`src/design/adc_cfg_pkg.sv`:
```
// package: register map, field layout and constants for the config bank
// Operation
// (RULE_01) fixed pattern bit forces data 0xa5a
// (RULE_02) reserved bits always read zero
// (RULE_03) append field: none, channel id, status
// (RULE_04) averaging count is two to the code
// (RULE_05) crc error, continue off: keep running
// (RULE_06) crc error, continue on: force analog, pause
// (RULE_07) manual mode: conversions only on host request
// (RULE_08) autonomous mode: internal machine starts conversions
// (RULE_09) oscillator select: zero fast, one low power
// (RULE_10) divider field sets autonomous sampling rate
// (RULE_11) channel function bit: zero analog, one gpio
// (RULE_12) direction bit: zero input, one output
// (RULE_13) all five registers reset to zero
// (RULE_14) registers decode at 0x2,0x3,0x4,0x5,0x7
// (RULE_15) crc error sticky, write-one clear, blocks writes
// (RULE_16) force analog overrides function and direction
// (RULE_17) reserved bit writes have no effect
// (RULE_18) host reads back to confirm writes
`default_nettype none
package adc_cfg_pkg;
    // ==========================================================
    // register byte addresses
    localparam logic [7:0] ADDR_STATUS      = 8'h00;
    localparam logic [7:0] ADDR_GENERAL     = 8'h01;
    localparam logic [7:0] ADDR_DATA_FORMAT = 8'h02;
    localparam logic [7:0] ADDR_AVERAGING   = 8'h03;
    localparam logic [7:0] ADDR_OPMODE      = 8'h04;
    localparam logic [7:0] ADDR_CHAN_FUNC   = 8'h05;
    localparam logic [7:0] ADDR_DIRECTION   = 8'h07;
    // ==========================================================
    // writable bit masks, reserved positions are zero
    localparam logic [7:0] MASK_DATA_FORMAT = 8'hb0;
    localparam logic [7:0] MASK_AVERAGING   = 8'h07;
    localparam logic [7:0] MASK_FULL        = 8'hff;
    localparam logic [7:0] RESET_VALUE      = 8'h00;
    // ==========================================================
    // field positions
    localparam int FIXED_PATTERN_BIT  = 7;
    localparam int APPEND_LSB         = 4;
    localparam int CONT_ON_ERR_BIT    = 7;
    localparam int CONVERSION_MODE_LSB      = 5;
    localparam int OSCILLATOR_SELECT_BIT        = 4;
    localparam int CLK_DIV_LSB        = 0;
    localparam int CRC_ERR_BIT        = 1;
    localparam int FORCE_ANALOG_BIT   = 2;
    // ==========================================================
    // encodings and data values
    localparam logic [11:0] FIXED_CODE     = 12'ha5a;
    localparam logic [1:0]  APPEND_NONE    = 2'h0;
    localparam logic [1:0]  APPEND_CHAN_ID = 2'h1;
    localparam logic [1:0]  APPEND_STATUS  = 2'h2;
    localparam logic [1:0]  MODE_MANUAL    = 2'h0;
    localparam logic [1:0]  MODE_AUTO      = 2'h1;
    localparam int          NUM_CHANNELS   = 8;
    // ==========================================================
    // divider base: one tick at the fastest autonomous rate
    localparam int          CLK_HZ          = 200_000_000;
    localparam int          BASE_PERIOD_NS  = 1000;
    localparam logic [15:0] BASE_CYCLES     =
        16'((BASE_PERIOD_NS * (CLK_HZ / 1_000_000)) / 1000);

    // ==========================================================
    // register bank contents
    typedef struct packed {
        logic [7:0] data_format_config;
        logic [7:0] averaging_config;
        logic [7:0] operating_mode_config;
        logic [7:0] channel_function_config;
        logic [7:0] digital_direction_config;
        logic       crc_error;
    } cfg_regs_t;

    // register access request
    typedef struct packed {
        logic       wr;
        logic       rd;
        logic [7:0] addr;
        logic [7:0] wdata;
    } reg_req_t;

    // sequencing states
    typedef enum logic [1:0] {
        SEQ_IDLE,
        SEQ_WAIT,
        SEQ_PAUSED
    } seq_state_t;

    // whole module state
    typedef struct packed {
        cfg_regs_t   regs;
        seq_state_t  seq;
        logic [15:0] base_cnt;
        logic [15:0] div_cnt;
        logic [7:0]  rdata;
        logic [11:0] sample;
        logic [3:0]  tag;
        logic        start;
    } state_t;
endpackage
`default_nettype wire

```
`src/design/adc_mode_config_regs.sv`:
```
// module: configuration register bank and conversion start control
`default_nettype none
module adc_mode_config_regs
    import adc_cfg_pkg::*;
(
    // clock and reset
    input  wire logic        i_clk,
    input  wire logic        i_rst,
    // register access from the serial interface core
    input  wire logic        i_reg_wr,
    input  wire logic        i_reg_rd,
    input  wire logic [7:0]  i_reg_addr,
    input  wire logic [7:0]  i_reg_wdata,
    output var  logic [7:0]  o_reg_rdata,
    // crc checker and force-analog control
    input  wire logic        i_crc_error,
    input  wire logic        i_force_analog,
    // conversion interface
    input  wire logic        i_host_conv_req,
    input  wire logic [11:0] i_conv_result,
    input  wire logic [3:0]  i_conv_channel,
    input  wire logic [3:0]  i_conv_flags,
    input  wire logic        i_data_rd,
    output var  logic [11:0] o_data_word,
    output var  logic [3:0]  o_data_tag,
    output var  logic        o_data_tag_valid,
    output var  logic        o_conv_start,
    output var  logic [7:0]  o_avg_samples,
    output var  logic        o_osc_low_power,
    // effective pin configuration and crc error flag
    output var  logic [7:0]  o_pin_gpio,
    output var  logic [7:0]  o_pin_output,
    output var  logic        o_crc_error_flag
);

    // ==========================================================
    // state
    state_t q;        // registered state
    state_t next_q;   // next state

    // decoded fields
    logic       write_ok;
    logic       force_all;
    logic       seq_hold;
    logic [1:0] conversion_mode;
    logic [3:0] clk_div;
    logic [1:0] append_sel;

    // ==========================================================
    // field decode
    always_comb
    begin
        conversion_mode  = q.regs.operating_mode_config[CONVERSION_MODE_LSB +: 2];
        clk_div    = q.regs.operating_mode_config[CLK_DIV_LSB +: 4];
        append_sel = q.regs.data_format_config[APPEND_LSB +: 2];
        // writes blocked while crc error pending, except 0x0/0x1
        write_ok = i_reg_wr && (!q.regs.crc_error ||
                   i_reg_addr == ADDR_STATUS ||
                   i_reg_addr == ADDR_GENERAL);              // RULE_15
        // error forces analog only when continue bit is set
        seq_hold = q.regs.crc_error &&
                   q.regs.operating_mode_config[CONT_ON_ERR_BIT]; // RULE_06
        force_all = i_force_analog || seq_hold;              // RULE_16
    end

    // ==========================================================
    // next state
    always_comb
    begin
        next_q       = q;
        next_q.start = 1'b0;

        // register writes, masked so reserved bits stay zero
        if (write_ok)
        begin
            unique case (i_reg_addr)                         // RULE_14
                ADDR_STATUS:
                begin
                    // write one clears, handled with set below
                end
                ADDR_DATA_FORMAT:
                    next_q.regs.data_format_config =
                        i_reg_wdata & MASK_DATA_FORMAT;      // RULE_17
                ADDR_AVERAGING:
                    next_q.regs.averaging_config =
                        i_reg_wdata & MASK_AVERAGING;        // RULE_02
                ADDR_OPMODE:
                    next_q.regs.operating_mode_config =
                        i_reg_wdata & MASK_FULL;
                ADDR_CHAN_FUNC:
                    next_q.regs.channel_function_config =
                        i_reg_wdata;                         // RULE_11
                ADDR_DIRECTION:
                    next_q.regs.digital_direction_config =
                        i_reg_wdata;                         // RULE_12
                default:
                begin
                    // unmapped or out of this bank: ignored
                end
            endcase
        end

        // sticky crc flag, a new error wins over the clear
        if (i_reg_wr && i_reg_addr == ADDR_STATUS &&
            i_reg_wdata[CRC_ERR_BIT])
            next_q.regs.crc_error = 1'b0;                    // RULE_15
        if (i_crc_error)
            next_q.regs.crc_error = 1'b1;                    // RULE_15

        // read data, reserved bits already zero in storage
        if (i_reg_rd)
        begin
            unique case (i_reg_addr)
                ADDR_STATUS:
                    next_q.rdata = {6'h00, q.regs.crc_error, 1'b0};
                ADDR_DATA_FORMAT:
                    next_q.rdata = q.regs.data_format_config;
                ADDR_AVERAGING:
                    next_q.rdata = q.regs.averaging_config;  // RULE_02
                ADDR_OPMODE:
                    next_q.rdata = q.regs.operating_mode_config;
                ADDR_CHAN_FUNC:
                    next_q.rdata = q.regs.channel_function_config;
                ADDR_DIRECTION:
                    next_q.rdata = q.regs.digital_direction_config;
                default:
                    next_q.rdata = 8'h00;
            endcase
        end

        // base tick divider, free running in any mode
        if (q.base_cnt == BASE_CYCLES - 16'h0001)
            next_q.base_cnt = 16'h0000;
        else
            next_q.base_cnt = q.base_cnt + 16'h0001;

        // conversion start sequencing
        unique case (q.seq)
            SEQ_IDLE:
            begin
                if (seq_hold)
                    next_q.seq = SEQ_PAUSED;                 // RULE_06
                else if (conversion_mode == MODE_AUTO)
                begin
                    next_q.seq     = SEQ_WAIT;               // RULE_08
                    next_q.div_cnt = 16'h0000;
                end
                else if (conversion_mode == MODE_MANUAL &&
                         i_host_conv_req)
                    next_q.start = 1'b1;                     // RULE_07
            end
            SEQ_WAIT:
            begin
                if (seq_hold)
                    next_q.seq = SEQ_PAUSED;                 // RULE_06
                else if (conversion_mode != MODE_AUTO)
                    next_q.seq = SEQ_IDLE;
                else if (q.base_cnt == 16'h0000)
                begin
                    // one start every (divider + 1) base ticks
                    if (q.div_cnt >= {12'h000, clk_div})     // RULE_10
                    begin
                        next_q.div_cnt = 16'h0000;
                        next_q.start   = 1'b1;               // RULE_08
                    end
                    else
                        next_q.div_cnt = q.div_cnt + 16'h0001;
                end
            end
            SEQ_PAUSED:
            begin
                // resume once the flag is cleared
                if (!seq_hold)
                    next_q.seq = SEQ_IDLE;                   // RULE_06
            end
        endcase

        // output data word, with fixed pattern override
        if (i_data_rd)
        begin
            if (q.regs.data_format_config[FIXED_PATTERN_BIT])
                next_q.sample = FIXED_CODE;                  // RULE_01
            else
                next_q.sample = i_conv_result;
            unique case (append_sel)                         // RULE_03
                APPEND_CHAN_ID: next_q.tag = i_conv_channel;
                APPEND_STATUS:  next_q.tag = i_conv_flags;
                default:        next_q.tag = 4'h0;
            endcase
        end
    end

    // ==========================================================
    // state register, everything clears to zero
    always_ff @(posedge i_clk or posedge i_rst)
    begin
        if (i_rst)
        begin
            q.regs     <= '0;                                // RULE_13
            q.seq      <= SEQ_IDLE;
            q.base_cnt <= 16'h0000;
            q.div_cnt  <= 16'h0000;
            q.rdata    <= 8'h00;
            q.sample   <= 12'h000;
            q.tag      <= 4'h0;
            q.start    <= 1'b0;
        end
        else
            q <= next_q;
    end

    // ==========================================================
    // outputs
    always_comb
    begin
        o_reg_rdata      = q.rdata;
        o_data_word      = q.sample;
        o_data_tag       = q.tag;
        o_data_tag_valid = q.regs.data_format_config[APPEND_LSB +: 2]
                           inside {APPEND_CHAN_ID, APPEND_STATUS};
        o_conv_start     = q.start;
        // samples = 2 ** code; code 0 gives a single sample
        o_avg_samples    = 8'h01 <<
                           q.regs.averaging_config[2:0];     // RULE_04
        o_osc_low_power  =
            q.regs.operating_mode_config[OSCILLATOR_SELECT_BIT];       // RULE_09
        // config kept underneath, restored when force drops
        o_pin_gpio   = force_all ? 8'h00 :
                       q.regs.channel_function_config;       // RULE_16
        o_pin_output = force_all ? 8'h00 :
                       (q.regs.channel_function_config &
                        q.regs.digital_direction_config);    // RULE_16
        o_crc_error_flag = q.regs.crc_error;
    end

endmodule
`default_nettype wire
```
`config.mk`:
```
export PLATFORM = sky130hd
export DESIGN_NAME = adc_mode_config_regs
export DESIGN_NICKNAME = d
export VERILOG_FILES = /design/src/design/adc_cfg_pkg.sv /design/src/design/adc_mode_config_regs.sv
export SDC_FILE = /design/constraint.sdc
export NUM_CORES = 1
export LEC_CHECK = 0
export BUFFER_PORTS_ARGS = -buffer_cell sky130_fd_sc_hd__buf_2
export CAP_MARGIN = 40
export CORE_ASPECT_RATIO = 1.25
export CORE_MARGIN = 2
export CORE_UTILIZATION = 40
export DETAILED_ROUTE_END_ITERATION = 6
export GPL_TIMING_DRIVEN = 0
export PLACE_DENSITY = 0.68
export SLEW_MARGIN = 25
export SYNTH_ARGS = -nofsm -noshare
export SYNTH_HDL_FRONTEND = slang
export SYNTH_SLANG_ARGS = --single-unit
```
`constraint.sdc`:
```
create_clock -name i_clk -period 3.15 [get_ports i_clk]
set_input_delay 0.945 -clock i_clk [delete_from_list [all_inputs] [get_ports i_clk]]
set_output_delay 0.945 -clock i_clk [all_outputs]
set_load 0.05 [all_outputs]
```
**Yosys cells after proc, flatten, opt, wreduce, memory -nomap -nowiden**

Cells that the tools add are included.

- Add/subtract/negate cells: 2
- Multipliers: 0
- Divide/modulo/power cells: 0
- Magnitude comparators: 1
- Equal/unequal tests: 21
- Shift operators: 1
- Muxes and demuxes: 29
- Bitwise operators: 1
- Reductions and logical operators: 23

Operator list:

| cell | number |
|---|---|
| $mux 16 | 7 |
| $pmux 8 s6 | 1 |
| $add 16x1->16 const B | 2 |
| $pmux 16 s2 | 1 |
| $eq 8x3->1 const B | 3 |
| $eq 16x8->1 const B | 1 |
| $eq 8x2->1 const B | 2 |
| $ge 16x4->1 | 1 |
| $logic_not 16->1 | 1 |
| $mux 8 | 2 |
| $mux 12 | 1 |
| $ne 2x2->1 const B | 6 |
| $mux 2 | 5 |
| $reduce_and 2->1 | 5 |
| $mux 1 | 9 |
| $and 8x8->8 | 1 |
| $eq 8x1->1 const B | 1 |
| $logic_not 8->1 | 1 |
| $pmux 4 s2 | 1 |
| $shl 1x3->8 const A | 1 |
| $eq 2x1->1 const B | 3 |
| $ne 3x3->1 const B | 2 |
| $pmux 2 s3 | 1 |
| $reduce_and 6->1 | 1 |
| 9 further kinds | 19 |

- Flip-flop bits (word level): 90
- Bits in latches: 0
- Bits in writable memories: 0
- Bits in read-only memories: 0
- Bits of input ports: 44
- Output and inout port bits: 52
- Word-level logic and storage cells: 91
- Memories kept: 0

**Depth between registers and ports, before layout**

- Depth after elaboration: 6
- Mapped depth: 8
- Mapped depth without buffers: 7

**Worst setup path after synthesis**

No wires, ideal clock.

- Path kind: input to output
- From: input i_force_analog
- To: output o_pin_output[5]
- Arrival time: 1.896 ns
- Data required time: 2.205 ns
- Slack: 0.309 ns
- Cell stages on the path: 3
- Path buffers: 1
- Path through: a21oi_1 clkbuf_1 and3_1

- Word-level cells in the longest chain between the ends: 2

RTL lines:

| element | RTL line | text |
|---|---|---|
| from (decl) | adc_mode_config_regs.sv:17 | `input wire logic i_force_analog,` |
| $logic_or 1x1->1 | adc_mode_config_regs.sv:63 | `force_all = i_force_analog \|\| seq_hold;` |
| $mux 8 | adc_mode_config_regs.sv:230 | `o_pin_output = force_all ? 8'h00 :` |
| to (decl) | adc_mode_config_regs.sv:32 | `output var logic [7:0] o_pin_output,` |

Every way passes these cells.

**Worst setup path in the final report**

Ends and elaborated chain as after synthesis.

==> summary.txt <==
Outcome
  – Outcome: complete, no violations

Critical path
  – Reg2Reg Depth: 8
  – Data required, critical path: 2200 ps
  – Crit-path max FO: 10
  – CP endpoint kind: primary output
  – Crit Path Class: input pin to primary output
  – Arrival time worst endpoint: 2090 ps
  – Setup crit start kind: input pin

Timing
  – RSZ-0062 raised after global routing: false
  – Relative slew margins: 0.633
  – Post-layout minimum cycle time: 3040 ps
  – Skew final: 7.61 ps
  – Least-Margin Pin Slew: 550 ps
  – Ratio of final minimum period to clock period: 0.965
  – Fin. max-slew vios: 0
  – Final Hold Vio Count: 0
  – Fmax: 329 MHz
  – Setup ws final: 111 ps
  – Final setup violation count: 0
  – Setup TNS: 0 ps

GRT
  – First-pass GRT wire length: 17500 um
  – Total grt overflow: 0
  – Vias in the first global route: 3706
  – Gr usage total: 0.174
  – Largest net degree at the start of global routing: 30
  – Initial antenna violation count: 0

Logic synthesis
  – Mapped Cells: 439
  – Syn_area_per_cell: 10.7 um^2
  – Most used DFF post-synth: dfrtp_1
  – Async SR Flop Fraction: 1.00
  – Synth Net Count: 495
  – Cell variety after synth: 57
  – Synthesized cell area: 4720 um^2
  – Seq/Total Area, Yosys: 0.477
  – Flops & latches, synth: 90
  – YS warnings: 0
  – EDFF count, synth: 0

Min path
  – WHS Path Cells: 1
  – Worst min path class: flop to flop

Final layout
  – Diode count: 0
  – Layout Cells excl Fill: 687
  – Sequential standard cell area: 2250 um^2
  – Syn-to-layout area delta: 22.8%
  – Area of the multi-input gates: 2090 um^2
  – Final core occ: 0.501
  – Post-route cell area: 5790 um^2
  – Final nets: 600
  – Share of cells above drive strength 1: 0.350
  – Fillers: 1066

Die
  – Core Rows: 44
  – Die span in x: 101 um
  – I/O pins: 96
  – Initial Utilization: 0.408
  – Die height: 125 um
  – Core area: 11600 um^2
  – Die ar.: 12700 um^2

Detailed routing
  – ANT nets after route: 0
  – Vias: 3653
  – Detail Route met3 WL: 444 um
  – Initial DRC Count: 133
  – DR DRC count: 0
  – Post-Route WL: 10400 um
  – WL/cell: 15.2 um
  – Top Layer Used: met4
  – Avg Vias per Cell: 5.32
  – Detailed Routing Iterations Pass 1: 4
  – Met2 Wirelength: 5410 um
  – DRT met1 WL: 4350 um

Placed design
  – PortBufs: 91
  – Dpl hpwl: 7980 um
  – Dpl cells: 671
  – Placement Setup Slack: -334 ps
  – Final Wtd Congestion: 0.812
  – Post-place instance area: 5420 um^2

Clocking
  – Clk sink count: 90
  – CTS tree: built
  – Number of buffers created by CTS: 9
  – Clock transition at path regs: 60 ps
  – CTS Buffer Depth: 2
  – H-tree depth: 3
  – Worst-skew pair later-pin latency: 340 ps
  – Post-CTS setup buffers: 0
  – CTS Root Cell: clkbuf_16

Power
  – P_leak: 0.00292 uW
  – P per Cell Area: 474 nW/um^2
  – Maximum vdd drop: 0.292 mV

Run
  – Number of max-cap violations: 0
-- synth_stat cells, drive strengths merged, types with 3 or more instances --
| master | n | area share |
|---|---|---|
| dfrtp | 90 | 0.48 |
| mux2 | 36 | 0.092 |
| inv | 35 | 0.028 |
| nor2 | 30 | 0.031 |
| buf | 28 | 0.044 |
| nand2 | 23 | 0.018 |
| and3 | 17 | 0.023 |
| clkbuf | 14 | 0.011 |
| ha | 12 | 0.032 |
| and2 | 11 | 0.015 |
| nand3 | 11 | 0.012 |
| o22ai | 11 | 0.015 |
| o21ai | 10 | 0.011 |
| a22oi | 9 | 0.014 |
| a31oi | 8 | 0.011 |
| o22a | 8 | 0.015 |
| xor2 | 8 | 0.015 |
| a21oi | 6 | 0.0064 |
| nor3 | 6 | 0.0088 |
| xnor2 | 6 | 0.011 |
| a41oi | 5 | 0.0093 |
| nor3b | 4 | 0.0064 |
| nor4 | 4 | 0.0085 |
| o211ai | 4 | 0.0064 |
| or4 | 4 | 0.0088 |
| a21o | 3 | 0.0048 |
| nand2b | 3 | 0.0040 |
| nand4 | 3 | 0.0040 |
| nor2b | 3 | 0.0040 |
| nor4b | 3 | 0.0056 |
-- what timing repair did --
action	in CTS	in global routing
hold buffers	0	0
gates resized for setup	2	1
endpoints found under the setup margin	10	3
pin swaps	0	0
-- cell type report --
class                   count  area share
plain buffers              42      0.0449
clock buffers              12      0.0443
clock inverters             4      0.0169
inverters                  35      0.0233
multi-input cells         272       0.360
flip-flops and latches     90       0.389
well taps                 138      0.0298
repair buffers             94      0.0916
-- critical path, cell delays in order --
cell	delay (ps)
buf_2	120
a21oi_4	240
clkbuf_2	320
and3_1	200
buf_2	260
-- per-stage QoR --
stage | hold slack (ps) | power [uW]
final | 478 | 2750
after floorplan | 447 | 1420
after global placement | 469 | 1490
after CTS | 479 | 2780
after detailed placement | 467 | 1520
after global routing | 483 | 2850
-- kinds of logic after synthesis --
logic type                 after synthesis  share of synthesized area
DFF                                     90                      0.477
AOI/OAI and AO/OA                       75                      0.115
buffers and inverters                   77                     0.0828
and+or+nand+nor                        133                      0.170
adders and majority gates               12                     0.0318
xor gates and xnor gates                14                     0.0260
muxes                                   38                     0.0966
-- cell usage in the layout (no fill, tap or decap), types with 3 or more instances in the layout --
master / instances
nor2b_1: 3
and3_1: 17
bufinv_16: 3
buf_4: 25
nor3b_1: 4
nand2_1: 23
a31oi_1: 8
o21ai_0: 10
a41oi_1: 5
dfrtp_1: 90
mux2_1: 3
o22ai_1: 11
mux2_4: 8
nor4b_1: 3
ha_1: 12
nor2_2: 11
buf_2: 91
nor3_1: 5
a21o_1: 3
a21oi_1: 5
xnor2_1: 6
or4_4: 3
xor2_1: 8
nand2b_1: 3
nor2_1: 18
o211ai_1: 4
nor4_1: 3
clkbuf_16: 9
and2_1: 10
o22a_1: 8
inv_1: 34
clkbuf_1: 14
nand3_1: 11
a22oi_1: 9
mux2_2: 25
nand4_1: 3
-- report_power, final --
part	internal, uW	total [uW]	switching (uW)
clock network	819	1250	435
logic	99.8	297	197
registers	1180	1200	14.3
total	2100	2750	646
-- path summary, 6_finish.rpt --
kind,slack (ps),endpoint,startpoint
min,480,q[56],q[56]
max in group asynchronous,1810,q[84],i_rst
min reg2reg,480,q[56],q[56]
max,110,o_pin_output[5],i_force_analog
max reg2reg,900,q[40],q[41]
min in group asynchronous,650,o_data_word[9],i_rst
-- routing by layer --
layer	track usage	up-vias
met5	0	-
met4	0.0763	0
met3	0.0319	16
met2	0.293	103
met1	0.216	1791
li1	-	1743
-- sequential cells by signal (all words and copies together), names as in the netlist --
signal / cells
o_data_tag: 4
o_reg_rdata: 8
clk_div: 4
o_crc_error_flag: 1
q: 55
o_osc_low_power: 1
o_conv_start: 1
conversion_mode: 2
o_data_word: 12
append_sel: 2
Note: power is estimated with default switching activity, not from simulation.
